### src/arr_consts.svh
// Constants for the converter result register bank, slots three to five.
`ifndef ARR_CONSTS_SVH
`define ARR_CONSTS_SVH

// Bus geometry.
`define ARR_ADDR_W 8
`define ARR_DATA_W 32
`define ARR_STRB_W 4
`define ARR_NUM_SLOTS 3
`define ARR_SLOT_IDX_W 2

// Register byte offsets.
`define ARR_OFS_SLOT_THREE 8'h00
`define ARR_OFS_SLOT_FOUR 8'h04
`define ARR_OFS_SLOT_FIVE 8'h08
`define ARR_OFS_IRQ_STATUS 8'h10
`define ARR_OFS_IRQ_MASK 8'h14

// Result register field layout.
`define ARR_VAL_W 12
`define ARR_VAL_LSB 4
`define ARR_VAL_MSB 15
`define ARR_OVR_BIT 1
`define ARR_RF_BIT 0

// Interrupt status layout: stored events low, overrun events above them.
`define ARR_IRQ_W 6
`define ARR_IRQ_STORE_LSB 0
`define ARR_IRQ_OVR_LSB 3

// Reset values.
`define ARR_RST_WORD 32'h0000_0000
`define ARR_RST_VAL 12'h000
`define ARR_RST_IRQ 6'h00

// Bus responses.
`define ARR_RESP_OKAY 2'h0
`define ARR_RESP_SLVERR 2'h2

`endif

### src/arr_pkg.sv
// Types shared by the converter result register bank.
`include "arr_consts.svh"

package arr_pkg;

  // One result delivered by the converter sequencing logic.
  typedef struct packed {
    logic valid;
    logic [`ARR_SLOT_IDX_W-1:0] slot;
    logic [`ARR_VAL_W-1:0] value;
  } arr_conv_t;

  // Held contents of one result register.
  typedef struct packed {
    logic [`ARR_VAL_W-1:0] value;
    logic overrun;
    logic stored;
  } arr_slot_t;

  // Read channel sequencing.
  typedef enum logic {
    RD_IDLE,
    RD_RESP
  } arr_rd_state_t;

  // Write channel sequencing.
  typedef enum logic {
    WR_COLLECT,
    WR_RESP
  } arr_wr_state_t;

endpackage : arr_pkg

### src/arr_slot.sv
// One conversion result register with its stored and overrun indicators.
`timescale 1ns/1ps
`default_nettype none
`include "arr_consts.svh"

module arr_slot
  import arr_pkg::*;
(
  input wire logic clk_i, // Peripheral clock.
  input wire logic rst_i, // Asynchronous reset, active high.
  input wire logic store_i, // New result arrives this cycle.
  input wire logic [`ARR_VAL_W-1:0] value_i, // Result value to store.
  input wire logic rd_clr_i, // Software read of the low byte.
  output arr_slot_t slot_o, // Held value and indicators.
  output logic ev_store_o, // Pulse: a result was stored.
  output logic ev_ovr_o // Pulse: a result overran an unread one.
);

  arr_slot_t slot_q;

  //////////////////////////////////////////////////////////////////////////
  // An overrun is a store while the previous result is still unread.
  // A read in the same cycle counts as reading the previous result.
  assign ev_store_o = store_i;
  assign ev_ovr_o = store_i && slot_q.stored && !rd_clr_i;
  assign slot_o = slot_q;

  //////////////////////////////////////////////////////////////////////////
  // Result value field, loaded on every store.
  always_ff @(posedge clk_i or posedge rst_i)
  begin
    if (rst_i)
    begin
      slot_q.value <= `ARR_RST_VAL;
    end
    else if (store_i)
    begin
      slot_q.value <= value_i;
    end
  end

  // Stored indicator: a store wins over a clearing read in the same cycle.
  always_ff @(posedge clk_i or posedge rst_i)
  begin
    if (rst_i)
    begin
      slot_q.stored <= 1'b0;
    end
    else if (store_i)
    begin
      slot_q.stored <= 1'b1;
    end
    else if (rd_clr_i)
    begin
      slot_q.stored <= 1'b0;
    end
  end

  // Overrun indicator: set on an overrun, cleared by the low byte read.
  always_ff @(posedge clk_i or posedge rst_i)
  begin
    if (rst_i)
    begin
      slot_q.overrun <= 1'b0;
    end
    else if (ev_ovr_o)
    begin
      slot_q.overrun <= 1'b1;
    end
    else if (rd_clr_i)
    begin
      slot_q.overrun <= 1'b0;
    end
  end

endmodule : arr_slot
`default_nettype wire

### src/arr_result_regs.sv
// Converter result registers for slots three to five behind an AXI4-Lite slave.
`timescale 1ns/1ps
`default_nettype none
`include "arr_consts.svh"

module arr_result_regs
  import arr_pkg::*;
(
  input wire logic REF_CLK_I, // Peripheral clock, 20 MHz.
  input wire logic RESET_I, // Asynchronous reset, active high.
  // Converter side.
  input wire arr_conv_t CONV_I, // Result strobe, slot index and value.
  // AXI4-Lite write address channel.
  input wire logic S_AXI_AWVALID_I, // Write address valid.
  output logic S_AXI_AWREADY_O, // Write address ready.
  input wire logic [`ARR_ADDR_W-1:0] S_AXI_AWADDR_I, // Write byte address.
  input wire logic [2:0] S_AXI_AWPROT_I, // Protection, ignored.
  // AXI4-Lite write data channel.
  input wire logic S_AXI_WVALID_I, // Write data valid.
  output logic S_AXI_WREADY_O, // Write data ready.
  input wire logic [`ARR_DATA_W-1:0] S_AXI_WDATA_I, // Write data.
  input wire logic [`ARR_STRB_W-1:0] S_AXI_WSTRB_I, // Write byte strobes.
  // AXI4-Lite write response channel.
  output logic S_AXI_BVALID_O, // Write response valid.
  input wire logic S_AXI_BREADY_I, // Write response ready.
  output logic [1:0] S_AXI_BRESP_O, // Write response code.
  // AXI4-Lite read address channel.
  input wire logic S_AXI_ARVALID_I, // Read address valid.
  output logic S_AXI_ARREADY_O, // Read address ready.
  input wire logic [`ARR_ADDR_W-1:0] S_AXI_ARADDR_I, // Read byte address.
  input wire logic [2:0] S_AXI_ARPROT_I, // Protection, ignored.
  // AXI4-Lite read data channel.
  output logic S_AXI_RVALID_O, // Read data valid.
  input wire logic S_AXI_RREADY_I, // Read data ready.
  output logic [`ARR_DATA_W-1:0] S_AXI_RDATA_O, // Read data.
  output logic [1:0] S_AXI_RRESP_O, // Read response code.
  // Interrupt.
  output logic IRQ_O // Level, high while an unmasked event is pending.
);

  //////////////////////////////////////////////////////////////////////////
  // Declarations.
  arr_slot_t slot_s [`ARR_NUM_SLOTS];
  logic [`ARR_NUM_SLOTS-1:0] store_s;
  logic [`ARR_NUM_SLOTS-1:0] rd_clr_s;
  logic [`ARR_NUM_SLOTS-1:0] ev_store_s;
  logic [`ARR_NUM_SLOTS-1:0] ev_ovr_s;
  logic [`ARR_IRQ_W-1:0] irq_events_s;
  logic [`ARR_IRQ_W-1:0] irq_status_q;
  logic [`ARR_IRQ_W-1:0] irq_status_d;
  logic [`ARR_IRQ_W-1:0] irq_mask_q;
  logic [`ARR_IRQ_W-1:0] irq_w1c_s;
  arr_rd_state_t rd_state_q;
  arr_wr_state_t wr_state_q;
  logic [`ARR_DATA_W-1:0] rdata_q;
  logic [`ARR_DATA_W-1:0] rdata_d;
  logic [1:0] rresp_q;
  logic [1:0] rresp_d;
  logic [1:0] bresp_q;
  logic [1:0] bresp_d;
  logic rd_take_s;
  logic [`ARR_ADDR_W-1:0] rd_word_addr_s;
  logic aw_got_q;
  logic w_got_q;
  logic [`ARR_ADDR_W-1:0] awaddr_q;
  logic [`ARR_DATA_W-1:0] wdata_q;
  logic [`ARR_STRB_W-1:0] wstrb_q;
  logic aw_take_s;
  logic w_take_s;
  logic aw_have_s;
  logic w_have_s;
  logic wr_fire_s;
  logic [`ARR_ADDR_W-1:0] wr_word_addr_s;
  logic [`ARR_DATA_W-1:0] wr_data_s;
  logic [`ARR_STRB_W-1:0] wr_strb_s;
  logic wr_status_s;
  logic wr_mask_s;

  //////////////////////////////////////////////////////////////////////////
  // Formats one result register word; unused bits stay zero.
  function automatic logic [`ARR_DATA_W-1:0] slot_word(input arr_slot_t s);
    logic [`ARR_DATA_W-1:0] w;
    w = `ARR_RST_WORD;
    w[`ARR_VAL_MSB:`ARR_VAL_LSB] = s.value;
    w[`ARR_OVR_BIT] = s.overrun;
    w[`ARR_RF_BIT] = s.stored;
    return w;
  endfunction : slot_word

  //////////////////////////////////////////////////////////////////////////
  // One result register per slot; each is stored and cleared on its own.
  for (genvar g = 0; g < `ARR_NUM_SLOTS; g++)
  begin : g_slot
    assign store_s[g] = CONV_I.valid &&
                        (CONV_I.slot == `ARR_SLOT_IDX_W'(g));
    arr_slot u_slot (
      .clk_i(REF_CLK_I),
      .rst_i(RESET_I),
      .store_i(store_s[g]),
      .value_i(CONV_I.value),
      .rd_clr_i(rd_clr_s[g]),
      .slot_o(slot_s[g]),
      .ev_store_o(ev_store_s[g]),
      .ev_ovr_o(ev_ovr_s[g])
    );
  end

  //////////////////////////////////////////////////////////////////////////
  // Read channel: one outstanding read, address taken when idle.
  assign S_AXI_ARREADY_O = (rd_state_q == RD_IDLE);
  assign S_AXI_RVALID_O = (rd_state_q == RD_RESP);
  assign S_AXI_RDATA_O = rdata_q;
  assign S_AXI_RRESP_O = rresp_q;
  assign rd_take_s = S_AXI_ARVALID_I && S_AXI_ARREADY_O;
  assign rd_word_addr_s = {S_AXI_ARADDR_I[`ARR_ADDR_W-1:2], 2'b00};

  // A bus read always spans the low byte, so every accepted read of a
  // result register clears that register's indicators only.
  always_comb
  begin
    rd_clr_s = '0;
    if (rd_take_s)
    begin
      rd_clr_s[0] = (rd_word_addr_s == `ARR_OFS_SLOT_THREE);
      rd_clr_s[1] = (rd_word_addr_s == `ARR_OFS_SLOT_FOUR);
      rd_clr_s[2] = (rd_word_addr_s == `ARR_OFS_SLOT_FIVE);
    end
  end

  // Read data decode; unmapped addresses read zero with an error.
  always_comb
  begin
    rdata_d = `ARR_RST_WORD;
    rresp_d = `ARR_RESP_OKAY;
    case (rd_word_addr_s)
      `ARR_OFS_SLOT_THREE: rdata_d = slot_word(slot_s[0]);
      `ARR_OFS_SLOT_FOUR: rdata_d = slot_word(slot_s[1]);
      `ARR_OFS_SLOT_FIVE: rdata_d = slot_word(slot_s[2]);
      `ARR_OFS_IRQ_STATUS: rdata_d[`ARR_IRQ_W-1:0] = irq_status_q;
      `ARR_OFS_IRQ_MASK: rdata_d[`ARR_IRQ_W-1:0] = irq_mask_q;
      default: rresp_d = `ARR_RESP_SLVERR;
    endcase
  end

  // Read sequencing.
  always_ff @(posedge REF_CLK_I or posedge RESET_I)
  begin
    if (RESET_I)
    begin
      rd_state_q <= RD_IDLE;
    end
    else
    begin
      case (rd_state_q)
        RD_IDLE: if (rd_take_s) rd_state_q <= RD_RESP;
        RD_RESP: if (S_AXI_RREADY_I) rd_state_q <= RD_IDLE;
        default: rd_state_q <= RD_IDLE;
      endcase
    end
  end

  // Read data captured at the address handshake, before the flags clear.
  always_ff @(posedge REF_CLK_I or posedge RESET_I)
  begin
    if (RESET_I)
    begin
      rdata_q <= `ARR_RST_WORD;
      rresp_q <= `ARR_RESP_OKAY;
    end
    else if (rd_take_s)
    begin
      rdata_q <= rdata_d;
      rresp_q <= rresp_d;
    end
  end

  //////////////////////////////////////////////////////////////////////////
  // Write channel: address and data are taken in either order.
  assign S_AXI_AWREADY_O = (wr_state_q == WR_COLLECT) && !aw_got_q;
  assign S_AXI_WREADY_O = (wr_state_q == WR_COLLECT) && !w_got_q;
  assign S_AXI_BVALID_O = (wr_state_q == WR_RESP);
  assign S_AXI_BRESP_O = bresp_q;
  assign aw_take_s = S_AXI_AWVALID_I && S_AXI_AWREADY_O;
  assign w_take_s = S_AXI_WVALID_I && S_AXI_WREADY_O;
  assign aw_have_s = aw_got_q || aw_take_s;
  assign w_have_s = w_got_q || w_take_s;
  assign wr_fire_s = (wr_state_q == WR_COLLECT) && aw_have_s && w_have_s;
  assign wr_word_addr_s = aw_got_q ? {awaddr_q[`ARR_ADDR_W-1:2], 2'b00}
                                   : {S_AXI_AWADDR_I[`ARR_ADDR_W-1:2], 2'b00};
  assign wr_data_s = w_got_q ? wdata_q : S_AXI_WDATA_I;
  assign wr_strb_s = w_got_q ? wstrb_q : S_AXI_WSTRB_I;
  assign wr_status_s = wr_fire_s && (wr_word_addr_s == `ARR_OFS_IRQ_STATUS) && wr_strb_s[0];
  assign wr_mask_s = wr_fire_s && (wr_word_addr_s == `ARR_OFS_IRQ_MASK) && wr_strb_s[0];

  // Write response: result registers accept and ignore writes.
  always_comb
  begin
    case (wr_word_addr_s)
      `ARR_OFS_SLOT_THREE,
      `ARR_OFS_SLOT_FOUR,
      `ARR_OFS_SLOT_FIVE,
      `ARR_OFS_IRQ_STATUS,
      `ARR_OFS_IRQ_MASK: bresp_d = `ARR_RESP_OKAY;
      default: bresp_d = `ARR_RESP_SLVERR;
    endcase
  end

  // Holding of a write address or data that arrived alone.
  always_ff @(posedge REF_CLK_I or posedge RESET_I)
  begin
    if (RESET_I)
    begin
      aw_got_q <= 1'b0;
      w_got_q <= 1'b0;
      awaddr_q <= '0;
      wdata_q <= `ARR_RST_WORD;
      wstrb_q <= '0;
    end
    else if (wr_fire_s)
    begin
      aw_got_q <= 1'b0;
      w_got_q <= 1'b0;
    end
    else
    begin
      if (aw_take_s)
      begin
        aw_got_q <= 1'b1;
        awaddr_q <= S_AXI_AWADDR_I;
      end
      if (w_take_s)
      begin
        w_got_q <= 1'b1;
        wdata_q <= S_AXI_WDATA_I;
        wstrb_q <= S_AXI_WSTRB_I;
      end
    end
  end

  // Write sequencing and response code.
  always_ff @(posedge REF_CLK_I or posedge RESET_I)
  begin
    if (RESET_I)
    begin
      wr_state_q <= WR_COLLECT;
      bresp_q <= `ARR_RESP_OKAY;
    end
    else
    begin
      case (wr_state_q)
        WR_COLLECT:
        begin
          if (wr_fire_s)
          begin
            wr_state_q <= WR_RESP;
            bresp_q <= bresp_d;
          end
        end
        WR_RESP: if (S_AXI_BREADY_I) wr_state_q <= WR_COLLECT;
        default: wr_state_q <= WR_COLLECT;
      endcase
    end
  end

  //////////////////////////////////////////////////////////////////////////
  // Interrupt: sticky events, write one to clear, set wins over clear.
  assign irq_events_s = {ev_ovr_s, ev_store_s};
  assign irq_w1c_s = wr_status_s ? wr_data_s[`ARR_IRQ_W-1:0] : '0;
  assign irq_status_d = (irq_status_q & ~irq_w1c_s) | irq_events_s;
  assign IRQ_O = |(irq_status_q & irq_mask_q);

  // Interrupt status register.
  always_ff @(posedge REF_CLK_I or posedge RESET_I)
  begin
    if (RESET_I)
    begin
      irq_status_q <= `ARR_RST_IRQ;
    end
    else
    begin
      irq_status_q <= irq_status_d;
    end
  end

  // Interrupt mask register.
  always_ff @(posedge REF_CLK_I or posedge RESET_I)
  begin
    if (RESET_I)
    begin
      irq_mask_q <= `ARR_RST_IRQ;
    end
    else if (wr_mask_s)
    begin
      irq_mask_q <= wr_data_s[`ARR_IRQ_W-1:0];
    end
  end

endmodule : arr_result_regs
`default_nettype wire

### config.mk
export PLATFORM = sky130hd
export DESIGN_NAME = arr_result_regs
export DESIGN_NICKNAME = d
export VERILOG_FILES = /design/src/arr_pkg.sv /design/src/arr_slot.sv /design/src/arr_result_regs.sv
export VERILOG_INCLUDE_DIRS = /design/src
export SDC_FILE = /design/constraint.sdc
export NUM_CORES = 1
export LEC_CHECK = 0
export ABC_AREA = 1
export BUFFER_PORTS_ARGS = -buffer_cell sky130_fd_sc_hd__buf_2
export CORE_MARGIN = 1
export CORE_UTILIZATION = 35
export CTS_CLUSTER_SIZE = 28
export DETAILED_ROUTE_END_ITERATION = 8
export PLACE_DENSITY = 0.56
export SLEW_MARGIN = 10
export SYNTH_ARGS = -nofsm -noshare
export SYNTH_HDL_FRONTEND = slang
export SYNTH_SLANG_ARGS = --single-unit
### constraint.sdc
create_clock -name REF_CLK_I -period 4.1 [get_ports REF_CLK_I]
set_input_delay 0.82 -clock REF_CLK_I [delete_from_list [all_inputs] [get_ports REF_CLK_I]]
set_output_delay 0.82 -clock REF_CLK_I [all_outputs]
set_load 0.02 [all_outputs]
==> reports/metrics.csv, run 1 <==
stage,metric,value,unit
clocking,cts_inserted_buffers,9,
floorplanning,num_rows,40,
grt,grt_usage,16.4,%
placed_design,dp_slack,1.57,ns
sta,period_share,53.5,%
sta,post-route-min-period,2.19,ns
final_layout,antenna_cells,0,
outcome,status,"complete, no violations",
power,total_leakage_power,2.63,nW
synthesis,syn_area,4300,µm²
sta,layout_setup_ws,1.91,ns
worst_setup_path,reg2reg_slack,2.01,ns
clocking,clkTransAtPathRegs,0.06,ns
synthesis,yosys_warnings,0,
worst_setup_path,worstReg2RegStart,S_AXI_RVALID_O,
worst_setup_path,crit_buf_inv,2,
route,ant_nets,0,
worst_setup_path,critPathLaunchType,input port,
placed_design,port_buffers,64,
sta,final-hold-violation-count,0,
sta,fin_setup_tns,0,ns
floorplanning,die_y,113,µm
final_layout,layout_common_cells,"185 x nand2_1, 89 x dfrtp_1, 64 x buf_2",
clocking,holdBufCountCts,0,
sta,drv_slew,0,
worst_setup_path,required,4.33,ns
worst_setup_path,path_delay_family,simple AND/OR/NAND/NOR gates,
clocking,htree_levels,3,
route,routedWlPerCell,13.2,µm
final_layout,area_delta_synth_final,15.5,%
final_layout,drive_gt1_share,17.0,%
synthesis,syn-mean-instance-area,8.00,µm²
power,p_per_area,531,nW/µm²
final_layout,final_common_cell,nand2_1,
final_layout,final.fill_count,1252,
power,vdd_drop_max,219,µV
clocking,cts_tree,built,
sta,tightest_slew,0.998,ns
clocking,insertion_delay,0.34,ns
clocking,clock_sinks,89,
synthesis,ys_ff_latch,89,
clocking,postCtsResizedCells,0,
clocking,cts_root_buffer,clkbuf_16,
sta,rsz0062_at_grt,no,
grt,grt_pass1_wl,16000,µm
synthesis,synth_cell_types,28,
final_layout,nets,675,
power,p_total,0.00264,W
route,route.detailed.drc,0,
floorplanning,die_width,113,µm
placed_design,gp_congestion,0.779,
route,drt-initial-drc-count,208,
worst_setup_path,r2r_cells,6,
worst_setup_path,slowest_stage,inv_1,
clocking,postCtsSetupRepairBufs,0,
sta,whs,0.470,ns
route,drt_pre_antenna_iters,4,
floorplanning,io_pins,122,
synthesis,netlist_instances,537,
worst_setup_path,crit_start,S_AXI_ARVALID_I,
worst_setup_path,crit_type,input port to flop,
sta,fin_skew,0.00761,ns
floorplanning,initial_core_util,35.8,%
worst_setup_path,crit_chain,buf_2 -> nand2_1 -> inv_1 -> nand3_1 -> nand3b_1 -> nand2_1,
route,via_per_inst,4.75,
worst_setup_path,cp-end-kind,flop,
grt,antenna_found_initial,0,
worst_setup_path,cp-endpoint,irq_status_q[5],
floorplanning,dieArea,12700,µm²
route,finalWirelength,9830,µm
worst_hold_path,holdCritPathClass,flop to flop,
worst_setup_path,crit_fanout,21,
flow_run,max_cap_viol_count,0,
sta,setup_violations,0,
grt,first_global_vias,3206,
worst_setup_path,crit_arrival,2.42,ns
route,vias,3550,
grt,grt_max_degree,41,
clocking,cts_buffer_depth,2,
sta,fmax,0.456,GHz
worst_setup_path,crit_cells,6,
synthesis,yosysSeqAreaShare,51.8,%
grt,overflow,0,
worst_setup_path,critical_path.max_stage_delay,0.69,ns
worst_setup_path,r2r_end,irq_status_q[5],
floorplanning,core_area,12000,µm²
sta,slew-limit-headroom,33.2,%
placed_design,dp_hpwl,6880,µm
worst_setup_path,crit_top_cell,nand2_1,
[area by class of cell]
type	count	area, µm²	share of cell area [%]
Sequential cell	89	2230	44.9
Multi-Input combinational cell	374	1690	34.1
Timing Repair Buffer	67	343	6.91
Clock buffer	14	274	5.52
Inverter	54	206	4.16
Tap cell	147	184	3.71
Clock inverter	2	35.0	0.706
[worst min path at each step]
stage                           start                 to  slack [ns]  cells after the start
finish                irq_status_q[3]    irq_status_q[3]        0.47                      2
global route        S_AXI_RDATA_O[11]  S_AXI_RDATA_O[11]        0.49                      2
CTS                   irq_status_q[3]    irq_status_q[3]        0.48                      2
detailed placement  S_AXI_RDATA_O[11]  S_AXI_RDATA_O[11]        0.46                      2
global placement          awaddr_q[4]        awaddr_q[4]        0.46                      2
floorplan             irq_status_q[2]    irq_status_q[2]        0.44                      2
[metal layers]
layer | wire, µm | track usage, % | vias up
li1 | - | - | 1794
met1 | 5040 | 23.4 | 1664
met2 | 4350 | 24.9 | 87
met3 | 366 | 3.00 | 5
met4 | 67 | 5.87 | 0
met5 | 0 | 0 | -
[worst register-to-register path, cell delays in order, from the launching register on]
cell and delay, ns:
dfrtp_1 0.37, inv_1 0.08, nand2_1 0.36, inv_1 0.69
nand3_1 0.25, nand3b_1 0.18, nand2_1 0.06
[report_power, final]
part           switching (W)  internal, W
Clock               0.000328     0.000522
Sequential          0.000124      0.00105
Combinational       0.000410     0.000202
Total               0.000861      0.00177
[kinds of logic (layout without fill, tap and decap cells)]
group	count (synthesis)	after routing	share of synthesized area, %
AND/OR/NAND/NOR	280	280	28.6
other	1	18	0.0873
buffers and inverters	91	137	10.3
AO/OA/AOI/OAI	76	76	9.26
flip-flops	89	89	51.8
[Yosys cell counts, drive strengths merged]
library cell | instances | area share, %
a21oi | 10 | 1.4
a31oi | 2 | 0.29
buf | 28 | 4.7
clkbuf | 9 | 0.79
conb | 1 | 0.087
dfrtp | 89 | 52
inv | 54 | 4.8
nand2 | 188 | 17
nand3 | 43 | 5.2
nand3b | 1 | 0.17
nand4 | 14 | 2.0
nor2 | 28 | 3.6
nor3 | 5 | 0.70
o21ai | 61 | 7.1
o22ai | 3 | 0.44
or2 | 1 | 0.15
[flip-flops by register name, summed over array words and instances, names as in the netlist]
| signal | cells |
|---|---|
| aw_got_q | 1 |
| irq_status_q | 6 |
| wdata_q | 6 |
| S_AXI_RDATA_O | 16 |
| S_AXI_RRESP_O | 1 |
| awaddr_q | 6 |
| irq_mask_q | 6 |
| S_AXI_BRESP_O | 1 |
| wstrb_q | 1 |
| g_slot.u_slot.slot_o | 42 |
| S_AXI_BVALID_O | 1 |
| S_AXI_RVALID_O | 1 |
| w_got_q | 1 |
[stage by stage]
stage	util [%]	std cells	cell area (µm²)
3_3_place_gp	38.7	731	4650
4_1_cts	41.3	747	4960
5_1_grt	41.3	747	4960
2_1_floorplan	-	554	4360
3_5_place_dp	38.7	731	4650
6_report	41.3	747	4960
(Power assumes the default switching activity.)
==> run 2: changes to the inputs <==
--- a/config.mk
+++ b/config.mk
@@ -6,13 +6,13 @@
 export SDC_FILE = /design/constraint.sdc
 export NUM_CORES = 1
 export LEC_CHECK = 0
-export ABC_AREA = 1
+export ABC_AREA = 0
 export BUFFER_PORTS_ARGS = -buffer_cell sky130_fd_sc_hd__buf_2
 export CORE_MARGIN = 1
 export CORE_UTILIZATION = 35
 export CTS_CLUSTER_SIZE = 28
 export DETAILED_ROUTE_END_ITERATION = 8
-export PLACE_DENSITY = 0.56
+export PLACE_DENSITY = 0.57
 export SLEW_MARGIN = 10
 export SYNTH_ARGS = -nofsm -noshare
 export SYNTH_HDL_FRONTEND = slang
==> constraint.sdc (replaced) <==
create_clock -name REF_CLK_I -period 2.2 [get_ports REF_CLK_I]
set_input_delay 0.44 -clock REF_CLK_I [delete_from_list [all_inputs] [get_ports REF_CLK_I]]
set_output_delay 0.44 -clock REF_CLK_I [all_outputs]
set_load 0.02 [all_outputs]
==> run 2 against run 1 <==
  * Combinational power is 93% higher
  * Final cell count decreased by 23%
  * Non-clock buffer count up 13
  * Power grew 87%
  * Count of clock-buffer cells in the layout decreased by 4
  * Largest cell class unchanged
  * Largest power group unchanged
==> reports/metrics.csv, run 2 <==
stage,metric,value,unit,change
synthesis,synthTopCellsByCount,"89 x dfrtp_1, 56 x nand2_1, 49 x mux2_2, 22 x o21ai_0, 18 x buf_4",,
synthesis,post-synth-top-count-cell,dfrtp_1,,
route,via_per_inst,5.02,,+5.6%
sta,post-route-min-period,1.85,ns,
floorplanning,dieArea,12300,µm²,-3.5%
synthesis,synthFlopType,dfrtp_1,,
grt,overflow,0,,unchanged
synthesis,yosys_warnings,0,,unchanged
sta,rsz0062_at_grt,no,,
placed_design,port_buffers,64,,unchanged
floorplanning,initial_core_util,36.1,%,+0.37 points
floorplanning,io_pins,122,,unchanged
route,met3_wirelength,386,µm,+5.5%
final_layout,final_common_cell,dfrtp_1,,
clocking,cts_buffer_depth,2,,unchanged
sta,drv_slew,0,,unchanged
worst_setup_path,crit_type,flop to flop,,
floorplanning,die_width,111,µm,-1.8%
synthesis,yosysSeqAreaShare,53.7,%,+1.9 points
grt,grt_pass1_wl,14700,µm,-8.4%
power,p_per_area,996,nW/µm²,+88%
final_layout,fin_cells,576,,-23%
sta,slew-limit-headroom,63.0,%,+30 points
worst_setup_path,required,2.41,ns,-1.92 ns
sta,fmax,0.541,GHz,
worst_setup_path,crit_arrival,2.06,ns,-0.36 ns
final_layout,area_delta_synth_final,19.6,%,
placed_design,placed_cells,561,,-23%
sta,period_share,84.1,%,
grt,antenna_found_initial,1,,+1
route,ant_nets,0,,unchanged
route,routedWlPerCell,15.1,µm,+15%
final_layout,nets,509,,-25%
synthesis,synth_cell_types,40,,+43%
clocking,insertion_delay,0.33,ns,about the same
synthesis,yosysTopAreaCell,dfrtp_1,,
route,route.detailed.drc,0,,unchanged
final_layout,largest_reg_flops,42,,unchanged
grt,first_global_vias,2873,,-10%
synthesis,ys_async_sr_fraction,100,%,unchanged
flow_run,max_cap_viol_count,0,,unchanged
sta,setup_violations,0,,unchanged
placed_design,dp_hpwl,6260,µm,-9.1%
synthesis,netlist_instances,357,,-34%
grt,grt_max_degree,39,,-4.9%
clocking,postCtsResizedCells,0,,unchanged
power,vdd_drop_max,386,µV,+76%
clocking,holdBufCountCts,0,,unchanged
synthesis,yosysTopAreaCellShare,53.7,%,+1.9 points
floorplanning,num_rows,39,,-2.5%
final_layout,drive_gt1_share,35.4,%,+18 points
worst_setup_path,crit_chain,or3b_4 -> a2111oi_4 -> buf_4 -> nand3b_4 -> mux2_2,,
clocking,cts_tree,built,,
worst_setup_path,path_delay_family,simple AND/OR/NAND/NOR gates,,
route,m1WireLength,4340,µm,-14%
power,total_leakage_power,2.33,nW,-11%
grt,grt_usage,15.2,%,-1.2 points
synthesis,synth_area_leaders,"dfrtp_1 54%, mux2_2 13%, nand2_1 5.1%",,
clocking,cts_inserted_buffers,9,,unchanged
route,wl_met2,3890,µm,-11%
route,top_layer,met4,,
sta,tightest_slew,0.554,ns,-0.444 ns
worst_hold_path,holdCritPathClass,input port to asynchronous set/reset pin,,
route,finalWirelength,8710,µm,-11%
placed_design,gp_congestion,0.773,,-0.77%
clocking,clkTransAtPathRegs,0.06,ns,about the same
final_layout,layout_common_cells,"89 x dfrtp_1, 64 x buf_2, 56 x nand2_1",,
synthesis,ys_ff_latch,89,,unchanged
route,drt_pre_antenna_iters,5,,+1
worst_setup_path,crit_fanout,7,,-67%
floorplanning,core_area,11500,µm²,-4.5%
clocking,postCtsSetupRepairBufs,0,,unchanged
worst_setup_path,r2r_cells,5,,-1
sta,fin_setup_tns,0,ns,unchanged
clocking,clock_sinks,89,,unchanged
worst_setup_path,critPathLaunchType,flop,,
worst_setup_path,crit_buf_inv,1,,-1
outcome,status,"complete, no violations",,
clocking,cts_root_buffer,clkbuf_16,,
worst_setup_path,crit_cells,5,,-1
clocking,htree_levels,3,,unchanged
synthesis,synth_edf_count,0,,unchanged
sta,fin_skew,0.00641,ns,-0.00119 ns
route,vias,2890,,-19%
worst_setup_path,cp-end-kind,flop,,
synthesis,syn-mean-instance-area,11.6,µm²,+45%
synthesis,syn_area,4150,µm²,-3.6%
worst_setup_path,slowest_stage,or3b_4,,
route,drt-initial-drc-count,160,,-23%
sta,final-hold-violation-count,0,,unchanged
floorplanning,die_y,111,µm,-1.8%
worst_setup_path,critical_path.max_stage_delay,0.38,ns,-0.31 ns
-- run 2: cells by family (layout without fill, tap and decap cells) --
kind of cell / Yosys count / after routing / synth area share, %
multiplexers: 67 / 67 / 18.9
flip-flops: 89 / 89 / 53.7
AND/OR/NAND/NOR: 98 / 98 / 11.2
AO/OA/AOI/OAI: 62 / 62 / 10.6
other: 1 / 19 / 0.0905
buffers and inverters: 40 / 98 / 5.52
-- run 2: through the flow --
| step | cell area [µm²] | hold slack [ns] | total power, W | util [%] | setup slack [ns] |
|---|---|---|---|---|---|
| floorplan | 4210 | 0.441 | 0.00308 | - | 0.281 |
| global route | 4950 | 0.184 | 0.00521 | 43.2 | 0.283 |
| detailed placement | 4660 | 0.462 | 0.00341 | 40.6 | 0.142 |
| finish | 4960 | 0.145 | 0.00494 | 43.2 | 0.350 |
| CTS | 4950 | 0.153 | 0.00500 | 43.2 | 0.350 |
| global placement | 4660 | 0.458 | 0.00337 | 40.6 | 0.158 |
-- run 2: per-layer routing --
metal	track usage, %	vias up
li1	-	1373
met1	21.9	1434
met2	22.8	73
met3	3.39	10
met4	4.80	0
met5	0	-
-- run 2: final timing paths --
check                            startpoint                         end  slack (ns)
hold / removal                      RESET_I                 awaddr_q[5]        0.15
setup / recovery                   aw_got_q               irq_mask_q[1]        0.35
min in group REF_CLK_I       S_AXI_BREADY_I              S_AXI_BVALID_O        0.29
max in group asynchronous           RESET_I  g_slot[2].u_slot.slot_o[5]        1.50
setup reg to reg                   aw_got_q               irq_mask_q[1]        0.35
hold reg to reg            S_AXI_RRESP_O[1]            S_AXI_RRESP_O[1]        0.48
-- run 2: cell type report --
cell class,instances,area (µm²)
multi-input cells,245,1750
clock inverters,4,70.1
diodes,1,2.50
well taps,143,179
repair buffers,80,478
clock buffers,10,229
inverters,4,18.8
fillers,1101,6510
flip-flops and latches,89,2230
-- run 2: where the power goes --
part	total, W	switching (W)	internal (W)
logic	0.00118	0.000615	0.000570
registers	0.00219	0.000216	0.00197
clock network	0.00157	0.000588	0.000978
